**src/hdl/cbu_pkg.sv**
```systemverilog
// Package: shared constants and types of the conditional branch unit
`default_nettype none
package cbu_pkg;

	// ----------------------------------------
	// Widths
	// ----------------------------------------
	localparam int PC_W  = 16;
	localparam int OFS_W = 7;

	// ----------------------------------------
	// Reset values and constants
	// ----------------------------------------
	localparam logic [PC_W-1:0] PC_RESET    = 16'h0000;
	localparam logic [PC_W-1:0] PC_STEP     = 16'h0001;
	localparam logic            FLAG_SET    = 1'b1;
	localparam logic            FLAG_CLEAR  = 1'b0;

	// ----------------------------------------
	// Timing in core cycles
	// ----------------------------------------
	localparam int CYC_NOT_TAKEN = 1;
	localparam int CYC_TAKEN     = 2;

	// ----------------------------------------
	// Branch operations
	// ----------------------------------------
	typedef enum logic [3:0] {
		CBU_OP_NONE,
		CBU_OP_BRANCH_IF_EQUAL,
		CBU_OP_BRANCH_IF_NOT_EQUAL,
		CBU_OP_BRANCH_IF_CARRY_SET,
		CBU_OP_BRANCH_IF_CARRY_CLEAR,
		CBU_OP_BRANCH_IF_SAME_OR_HIGHER,
		CBU_OP_BRANCH_IF_LOWER,
		CBU_OP_BRANCH_IF_MINUS,
		CBU_OP_BRANCH_IF_PLUS
	} cbu_op_t;

	typedef enum {
		CBU_ST_IDLE,
		CBU_ST_SECOND
	} cbu_state_t;

endpackage : cbu_pkg
`default_nettype wire

```
**src/hdl/cbu_cond_if.sv**
```systemverilog
// Interface: condition request and verdict between the branch unit and its evaluator
`timescale 1ns/1ps
`default_nettype none
interface cbu_cond_if;
	import cbu_pkg::*;
	cbu_op_t op;
	logic    flag_zero;
	logic    flag_carry;
	logic    flag_negative;
	logic    taken;

	modport eval (input op, input flag_zero, input flag_carry, input flag_negative, output taken);
	modport user (output op, output flag_zero, output flag_carry, output flag_negative, input taken);
endinterface : cbu_cond_if
`default_nettype wire

```
**src/hdl/cbu_cond_eval.sv**
```systemverilog
// Module: flag test of each conditional branch operation
`timescale 1ns/1ps
`default_nettype none
module cbu_cond_eval (
	cbu_cond_if.eval cif
);
	import cbu_pkg::*;

	// ----------------------------------------
	// Flag tests
	// ----------------------------------------
	wire zero_set   = (cif.flag_zero == FLAG_SET);
	wire carry_set  = (cif.flag_carry == FLAG_SET);
	wire minus_set  = (cif.flag_negative == FLAG_SET);

	wire hit_eq = (cif.op == CBU_OP_BRANCH_IF_EQUAL) && zero_set;           // [RULE_01]
	wire hit_ne = (cif.op == CBU_OP_BRANCH_IF_NOT_EQUAL) && !zero_set;      // [RULE_02]
	wire hit_cs = (cif.op == CBU_OP_BRANCH_IF_CARRY_SET) && carry_set;      // [RULE_03]
	wire hit_cc = (cif.op == CBU_OP_BRANCH_IF_CARRY_CLEAR) && !carry_set;   // [RULE_04]
	wire hit_sh = (cif.op == CBU_OP_BRANCH_IF_SAME_OR_HIGHER) && !carry_set; // [RULE_05]
	wire hit_lo = (cif.op == CBU_OP_BRANCH_IF_LOWER) && carry_set;          // [RULE_06]
	wire hit_mi = (cif.op == CBU_OP_BRANCH_IF_MINUS) && minus_set;          // [RULE_07]
	wire hit_pl = (cif.op == CBU_OP_BRANCH_IF_PLUS) && !minus_set;          // [RULE_08]

	// No-op never branches
	assign cif.taken = hit_eq | hit_ne | hit_cs | hit_cc | hit_sh | hit_lo | hit_mi | hit_pl;

endmodule : cbu_cond_eval
`default_nettype wire

```
**src/hdl/cbu_branch_unit.sv**
```systemverilog
// Module: resolution of flag-conditional relative branches for the core
`timescale 1ns/1ps
`default_nettype none
// Operation
// RULE_01: Branch-if-equal loads PC with PC plus offset plus 1 when zero is 1, taking 1 cycle untaken and 2 taken.
// RULE_02: Branch-if-not-equal loads PC with PC plus offset plus 1 when zero is 0, else falls through.
// RULE_03: Branch-if-carry-set adds offset plus 1 to PC when carry is 1, else falls through.
// RULE_04: Branch-if-carry-clear adds offset plus 1 to PC when carry is 0, else falls through.
// RULE_05: Branch-if-same-or-higher is taken when carry is 0, loading PC plus offset plus 1.
// RULE_06: Branch-if-lower is taken when carry is 1, loading PC plus offset plus 1.
// RULE_07: Branch-if-minus adds offset plus 1 to PC when negative is 1, else falls through.
// RULE_08: Branch-if-plus adds offset plus 1 to PC when negative is 0, else falls through.
// RULE_09: No branch ever writes any status flag, taken or not.
// RULE_10: The offset is a signed two's-complement word count, so branches go forward or backward.
module cbu_branch_unit (
	input  wire logic                     clk_sys,
	input  wire logic                     rst_b,
	input  wire logic                     issue_valid,
	output logic                          issue_ready,
	input  wire cbu_pkg::cbu_op_t         issue_op,
	input  wire logic [cbu_pkg::OFS_W-1:0] issue_offset,
	input  wire logic [cbu_pkg::PC_W-1:0]  pc_current,
	input  wire logic                     flag_zero,
	input  wire logic                     flag_carry,
	input  wire logic                     flag_negative,
	output logic                          pc_load,
	output logic [cbu_pkg::PC_W-1:0]       pc_target,
	output logic                          fall_through,
	output logic                          branch_done,
	output logic                          flag_write_en
);
	import cbu_pkg::*;

	// ----------------------------------------
	// Condition evaluation
	// ----------------------------------------
	cbu_cond_if cif ();

	assign cif.op            = issue_op;
	assign cif.flag_zero     = flag_zero;
	assign cif.flag_carry    = flag_carry;
	assign cif.flag_negative = flag_negative;

	cbu_cond_eval u_eval (
		.cif (cif)
	);

	// ----------------------------------------
	// Target arithmetic
	// ----------------------------------------
	// Sign extension lets a negative offset step back; wraps at the PC width
	wire [PC_W-1:0] offset_ext = {{(PC_W-OFS_W){issue_offset[OFS_W-1]}}, issue_offset}; // [RULE_10]
	wire [PC_W-1:0] target_sum = pc_current + offset_ext + PC_STEP;                      // [RULE_10]

	// ----------------------------------------
	// Sequencing
	// ----------------------------------------
	cbu_state_t      state_reg;
	cbu_state_t      state_next;
	logic            pc_load_reg;
	logic [PC_W-1:0] pc_target_reg;
	logic            fall_through_reg;
	logic            done_reg;

	wire accept       = issue_valid && issue_ready;
	wire is_branch    = (issue_op != CBU_OP_NONE);
	wire go_taken     = accept && is_branch && cif.taken;
	wire go_untaken   = accept && !(is_branch && cif.taken);
	wire second_cycle = (state_reg == CBU_ST_SECOND);

	assign issue_ready = (state_reg == CBU_ST_IDLE);

	// Second cycle of a taken branch stalls the decoder while the fetch redirects
	always_comb begin
		state_next = state_reg;
		case (state_reg)
			CBU_ST_IDLE: begin
				if (go_taken) begin
					state_next = CBU_ST_SECOND; // [RULE_01]
				end
			end
			CBU_ST_SECOND: begin
				state_next = CBU_ST_IDLE;
			end
			default: begin
				state_next = CBU_ST_IDLE;
			end
		endcase
	end

	always_ff @(posedge clk_sys or negedge rst_b) begin
		if (!rst_b) begin
			state_reg <= CBU_ST_IDLE;
		end else begin
			state_reg <= state_next;
		end
	end

	always_ff @(posedge clk_sys or negedge rst_b) begin
		if (!rst_b) begin
			pc_load_reg      <= 1'b0;
			pc_target_reg    <= PC_RESET;
			fall_through_reg <= 1'b0;
			done_reg         <= 1'b0;
		end else begin
			pc_load_reg      <= go_taken; // [RULE_02]
			fall_through_reg <= go_untaken;
			done_reg         <= go_untaken || second_cycle; // [RULE_01]
			if (go_taken) begin
				pc_target_reg <= target_sum; // [RULE_03]
			end
		end
	end

	assign pc_load       = pc_load_reg;
	assign pc_target     = pc_target_reg;
	assign fall_through  = fall_through_reg;
	assign branch_done   = done_reg;
	// Branches only read flags; the status register is never written from here
	assign flag_write_en = 1'b0; // [RULE_09]

	// ----------------------------------------
	// Checks
	// ----------------------------------------
	a_eq_taken: assert property (@(posedge clk_sys) disable iff (!rst_b) // [RULE_01]
		accept && issue_op == CBU_OP_BRANCH_IF_EQUAL && flag_zero |->
		##1 (pc_load && !issue_ready && pc_target == $past(pc_current) + PC_STEP
			+ {{(PC_W-OFS_W){$past(issue_offset[OFS_W-1])}}, $past(issue_offset)})
		##1 (branch_done && issue_ready))
		else $error("equal branch not taken in two cycles");

	a_ne_branch: assert property (@(posedge clk_sys) disable iff (!rst_b) // [RULE_02]
		accept && issue_op == CBU_OP_BRANCH_IF_NOT_EQUAL |=>
		(pc_load == !$past(flag_zero)) && (fall_through == $past(flag_zero)))
		else $error("not-equal branch decision wrong");

	a_cs_branch: assert property (@(posedge clk_sys) disable iff (!rst_b) // [RULE_03]
		accept && issue_op == CBU_OP_BRANCH_IF_CARRY_SET |=> pc_load == $past(flag_carry))
		else $error("carry-set branch decision wrong");

	a_cc_branch: assert property (@(posedge clk_sys) disable iff (!rst_b) // [RULE_04]
		accept && issue_op == CBU_OP_BRANCH_IF_CARRY_CLEAR |=> pc_load == !$past(flag_carry))
		else $error("carry-clear branch decision wrong");

	a_sh_branch: assert property (@(posedge clk_sys) disable iff (!rst_b) // [RULE_05]
		accept && issue_op == CBU_OP_BRANCH_IF_SAME_OR_HIGHER && !flag_carry |=>
		pc_load && !fall_through && pc_target == $past(pc_current) + PC_STEP
			+ {{(PC_W-OFS_W){$past(issue_offset[OFS_W-1])}}, $past(issue_offset)})
		else $error("same-or-higher branch not taken");

	a_lo_branch: assert property (@(posedge clk_sys) disable iff (!rst_b) // [RULE_06]
		accept && issue_op == CBU_OP_BRANCH_IF_LOWER |=>
		(pc_load == $past(flag_carry)) && (fall_through == !$past(flag_carry)))
		else $error("lower branch decision wrong");

	a_mi_branch: assert property (@(posedge clk_sys) disable iff (!rst_b) // [RULE_07]
		accept && issue_op == CBU_OP_BRANCH_IF_MINUS |=> pc_load == $past(flag_negative))
		else $error("minus branch decision wrong");

	a_pl_branch: assert property (@(posedge clk_sys) disable iff (!rst_b) // [RULE_08]
		accept && issue_op == CBU_OP_BRANCH_IF_PLUS |=> pc_load == !$past(flag_negative))
		else $error("plus branch decision wrong");

	a_flags_kept: assert property (@(posedge clk_sys) disable iff (!rst_b) // [RULE_09]
		(pc_load || fall_through || branch_done) |-> !flag_write_en)
		else $error("branch wrote status flags");

	a_offset_signed: assert property (@(posedge clk_sys) disable iff (!rst_b) // [RULE_10]
		go_taken && issue_offset[OFS_W-1] |=>
		($past(pc_current) - pc_target) == ~{{(PC_W-OFS_W){1'b1}}, $past(issue_offset)})
		else $error("backward offset not sign extended");

	a_untaken_one: assert property (@(posedge clk_sys) disable iff (!rst_b) // [RULE_01]
		go_untaken |=> branch_done && fall_through && !pc_load && issue_ready)
		else $error("untaken branch not done in one cycle");

	// ----------------------------------------
	// Timing and target checks
	// ----------------------------------------
	a_eq_untaken: assert property (@(posedge clk_sys) disable iff (!rst_b) // [RULE_01]
		accept && issue_op == CBU_OP_BRANCH_IF_EQUAL && !flag_zero |=>
		fall_through && !pc_load && issue_ready)
		else $error("equal branch taken with zero clear");

	a_taken_stall: assert property (@(posedge clk_sys) disable iff (!rst_b) // [RULE_01]
		go_taken |=> !issue_ready ##1 issue_ready)
		else $error("taken branch stall not exactly one cycle");

	a_load_retire: assert property (@(posedge clk_sys) disable iff (!rst_b) // [RULE_01]
		pc_load |=> branch_done && !pc_load && !fall_through)
		else $error("taken branch not retired after load");

	a_stall_refuse: assert property (@(posedge clk_sys) disable iff (!rst_b) // [RULE_01]
		!issue_ready |=> !pc_load && !fall_through)
		else $error("request taken while stalled");

	a_one_result: assert property (@(posedge clk_sys) disable iff (!rst_b) // [RULE_01]
		pc_load |-> !fall_through)
		else $error("load and fall-through together");

	a_target_hold: assert property (@(posedge clk_sys) disable iff (!rst_b) // [RULE_03]
		!pc_load |-> pc_target == $past(pc_target))
		else $error("target moved without a load");

	a_sh_fall: assert property (@(posedge clk_sys) disable iff (!rst_b) // [RULE_05]
		accept && issue_op == CBU_OP_BRANCH_IF_SAME_OR_HIGHER && flag_carry |=>
		fall_through && !pc_load)
		else $error("same-or-higher branch taken with carry set");

	a_pl_fall: assert property (@(posedge clk_sys) disable iff (!rst_b) // [RULE_08]
		accept && issue_op == CBU_OP_BRANCH_IF_PLUS && flag_negative |=>
		fall_through && branch_done && !pc_load)
		else $error("plus branch taken with negative set");

	a_fwd_offset: assert property (@(posedge clk_sys) disable iff (!rst_b) // [RULE_10]
		go_taken && !issue_offset[OFS_W-1] |=>
		(pc_target - $past(pc_current)) == {{(PC_W-OFS_W){1'b0}}, $past(issue_offset)} + PC_STEP)
		else $error("forward offset target wrong");

	a_ne_target: assert property (@(posedge clk_sys) disable iff (!rst_b) // [RULE_02]
		accept && issue_op == CBU_OP_BRANCH_IF_NOT_EQUAL && !flag_zero |=>
		pc_target == $past(pc_current) + PC_STEP
			+ {{(PC_W-OFS_W){$past(issue_offset[OFS_W-1])}}, $past(issue_offset)})
		else $error("not-equal branch target wrong");

endmodule : cbu_branch_unit
`default_nettype wire

```
**config.mk**
```make
export PLATFORM = sky130hd
export DESIGN_NAME = cbu_branch_unit
export DESIGN_NICKNAME = d
export VERILOG_FILES = /design/src/hdl/cbu_pkg.sv /design/src/hdl/cbu_cond_if.sv /design/src/hdl/cbu_cond_eval.sv /design/src/hdl/cbu_branch_unit.sv
export SDC_FILE = /design/constraint.sdc
export NUM_CORES = 1
export LEC_CHECK = 0
export BUFFER_PORTS_ARGS = -buffer_cell sky130_fd_sc_hd__buf_2
export CORE_ASPECT_RATIO = 1.2
export CORE_UTILIZATION = 30
export CTS_CLUSTER_SIZE = 28
export DETAILED_ROUTE_END_ITERATION = 10
export SLEW_MARGIN = 20
export SYNTH_ARGS = -nofsm -noshare
export SYNTH_HDL_FRONTEND = slang
export SYNTH_SLANG_ARGS = --single-unit
```
**constraint.sdc**
```tcl
create_clock -name clk_sys -period 3 [get_ports clk_sys]
set_clock_uncertainty 0.15 [all_clocks]
set_input_delay 0.6 -clock clk_sys [delete_from_list [all_inputs] [get_ports clk_sys]]
set_output_delay 0.6 -clock clk_sys [all_outputs]
set_load 0.02 [all_outputs]
```
Yosys cells after proc, flatten, opt, wreduce, memory -nomap -nowiden
Cells that the tools add are included.
- input port bits: 33
- word-level logic and storage cells: 47
- output and inout bits: 21
- register bits: 51
- reduce and logical (&&, ||, !) cells: 21
- mux-type cells: 2
- bitwise gates (word level): 7
- $add $sub $neg: 2
- eq/ne operators: 10
- operators with widths (kind ; number):
    32-bit logical NOT ; 2
    32-bit 2-to-1 mux ; 2
    32-bit by 2-bit == test with 1-bit output (second input constant) ; 1
    16-bit by 1-bit adder with 16-bit output (second input constant) ; 1
    16-bit adder ; 1
    4-bit by 3-bit == test with 1-bit output (second input constant) ; 4
    1-bit logical AND ; 13
    4-bit by 2-bit == test with 1-bit output (second input constant) ; 2
    1-bit bitwise OR ; 7
    4-bit by 1-bit == test with 1-bit output (second input constant) ; 1
    4-bit == test (second input constant) ; 1
    1-bit logical NOT ; 4
    4-bit nonzero test ; 1
    2-bit inequality test (second input constant) ; 1
    1-bit logical OR ; 1

Depth between registers and ports, before layout
- depth in word-level cells: 13
- depth in mapped cells: 10
- mapped depth without buffers: 10

Modules after synthesis
Synthesis repeated with hierarchy kept, for this count alone.
- cell total of the unflattened synthesis: 167
- area, all modules: 1530.2 um^2
- by module, submodules not included (module ; instances ; seq. area each (um^2) ; cells an instance ; area each (um^2)):
    cbu_branch_unit ; 1 ; 500.5 ; 156 ; 1462.7
    cbu_cond_eval ; 1 ; 0.0 ; 11 ; 67.6

Worst setup path after synthesis
Ideal clock, no wire load.
- path type: in2reg
- start: input port issue_offset[0] in the netlist's numbering
- end: register pc_target_reg[8], in the netlist pc_target[8]
- data required time: 2.725 ns
- library setup time: 0.125 ns
- arrival: 2.223 ns
- setup slack: 0.503 ns
- cell stages on the path: 10
- buffers on the path: 0
- cells stage by stage: inv_1 -> ha_1 -> inv_1 -> fa_1 -> a21oi_1 -> o21ai_0 -> a21oi_1 -> o21ai_0 -> xor2_1 -> mux2_2
- cells in the longest elaborated chain, start to end: 2
- ends and longest elaborated chain (element ; line ; source):
    from (decl) ; cbu_branch_unit.sv:21 ; input wire logic [cbu_pkg::OFS_W-1:0] issue_offset,
    16-bit adder ; cbu_branch_unit.sv:53 ; wire [PC_W-1:0] target_sum = pc_current + offset_ext + PC_STEP;
    16-bit by 1-bit adder with 16-bit output ; cbu_branch_unit.sv:53 ;
    to (signal assigned) ; cbu_branch_unit.sv:110 ; pc_target_reg <= target_sum;
    to (decl) ; cbu_branch_unit.sv:61 ; logic [PC_W-1:0] pc_target_reg;
Every way passes these cells.
A chain may end at the register's enable or synchronous reset.

Final worst setup path
Ends and elaborated chain as after synthesis.

==> impl_metrics.ini <==
[run_status]
status = finished clean

[yosys]
yosysWarnings = 0
synth_top_area_cell = dfrtp_1
synthArstFlopShare_pct = 100
syn_nets = 236
synth.avg_cell_area_sq_um = 8.38
syn_inst = 187
syn-cell-area_sq_mm = 0.00157
yosys-top-cells-area = dfrtp_1 (32%), ha_1 (12%), o21ai_0 (6.7%)
synth_seq_area_share_pct = 31.9
synth_top_area_share_pct = 31.9
synth_top_flop_cell = dfrtp_1
synth_edf_count = 0
synth_cell_types = 41
synth_seq_cells = 20

[final_layout]
fin_nets = 287
largest_register_ffs = 16
post-route-util_pct = 38.7
drive_gt1_share_pct = 26.2
final_cell_mix = buf_2 (52), nand2_1 (27), o21ai_0 (21)
layout_commonest_cell = buf_2
syn_to_final_growth_pct = 22.7
design_area_sq_mm = 0.00192
antennaDiodeCount = 0
fillers = 520

[timing]
setup_viol = 0
hold_violations = 0
setup_tns_ns = 0
fin_ws_ns = 0.499
slew_headroom_pct = 63.9
worstMarginPinSlew_ns = 0.542
slew_viol_final = 0
min_period_ns = 2.50
rsz0062_at_grt = no
fin_crit_sh_pct = 83.4
max_freq_ghz = 0.400
timing.hold.ws_ns = 0.126

[setup_path]
reg2reg_setup_slack_ns = 1.39
cp.required_ns = 2.99
critical_path_arrival_ns = 2.49
criticalPathCategory = primary input to flop
cp_max_fo = 3
crit_path_start_kind = primary input
end_kind = flop

[power_and_ir_drop]
power.density_mw_per_mm2 = 539
vdd.ir_drop.worst_v = 0.000146
leakage_nw = 0.972

[cts]
clock_latency_ns = 0.25
cts_max_path_buffers = 2
cts_tree = yes
post_cts_buffers = 0
clock_sinks = 20
cts_max_level = 1
path_clk_slew_ns = 0.07
cts-buffers-inserted = 3
cts_resized = 0
cts_root_buf = clkbuf_8
hold_buffers = 0

[detailed_routing]
wl_per_cell_um = 11.7
drt-total-wl_mm = 3.49
first_pass_iters = 4
final_antenna_net_count = 0
via_count = 1490
vias_per_cell = 5.02
remaining_drc_errors = 0
first_iter_violations = 58

[placed_design]
pre_cts_ws_ns = 0.215
dpl_cell_area_sq_mm = 0.00187
port_buffers = 52
gp_congestion = 0.833
hpwl_mm = 2.91

[global_route]
grt_pass1_vias = 1381
grt_pass1_wl_mm = 5.92
grt.total_usage_pct = 13.9
grt_overflow = 0
antenna_found_initial = 0
grt_max_degree = 21

[floorplanning]
core_sq_mm = 0.00497
die-area_sq_mm = 0.00552
die_w_um = 68.0
start_util_pct = 31.5
core.rowCount = 28
dieHeight_um = 81.2
ioPinCount = 54

[job]
drv_cap = 0

[worst_hold_path]
hold_class = primary input to async pin
-- cells by family after synthesis --
family / share of synthesized area [%]
AOI/OAI and AO/OA: 24.8
muxes: 2.31
DFF: 31.9
adders and majority gates: 13.2
xor gates and xnor gates: 7.26
other: 0.239
and+or+nand+nor: 15.4
buffers and inverters: 4.79
-- area by class of cell --
cell class              count  area [sq um]  area share [%]
repair buffers             53           268            13.9
flip-flops and latches     20           500            26.0
clock buffers               4          55.1            2.86
well taps                  60          75.1            3.90
multi-input cells         151           992            51.6
inverters                   9          33.8            1.76
-- critical path, stage by stage --
cell	delay [ns]
buf_2	0.09
inv_1	0.04
ha_1	0.15
inv_1	0.05
fa_1	0.39
a21oi_1	0.18
o21ai_0	0.19
a21oi_1	0.25
o21ai_0	0.12
xor2_1	0.16
mux2_2	0.26
-- power breakdown --
group          switching (mW)  internal [mW]
Sequential             0.0358          0.345
Combinational           0.278          0.180
Clock                  0.0805          0.117
Total                   0.394          0.642
-- metal layers --
layer,up-vias,routed length [um],track usage (%)
met3,8,238,1.97
met1,664,1550,16.9
met4,0,76,5.83
met5,-,0,0
met2,53,1630,23.8
li1,765,-,-
-- synth_stat cells (all sizes together) (2+ instances only) --
library cell / instances
o21ai: 22
o211ai: 2
mux2: 2
nand2b: 3
buf: 5
nor3: 2
ha: 15
clkbuf: 2
a211oi: 3
nor2b: 2
a31o: 2
xnor2: 9
xor2: 4
a31oi: 3
nand2: 27
inv: 9
nor2: 9
o21bai: 2
nand3: 6
dfrtp: 20
a21o: 4
o31ai: 4
a21oi: 16
-- through the flow --
step | total power, mW | instances
floorplan | 0.694 | 187
global placement | 0.843 | 293
detailed placement | 0.849 | 293
CTS | 1.05 | 297
global route | 1.12 | 297
finish | 1.04 | 297
-- final timing paths --
kind / startpoint / to / cells past startpoint
min in group clk_sys: state_reg[0] / branch_done / 2
max reg2reg: state_reg[0] / pc_target[8] / 5
min: rst_b / pc_target[2] / 1
max: issue_offset[0] / pc_target[8] / 11
max in group asynchronous: rst_b / state_reg[0] / 1
min reg2reg: state_reg[0] / branch_done / 2
(Power assumes the default switching activity.)
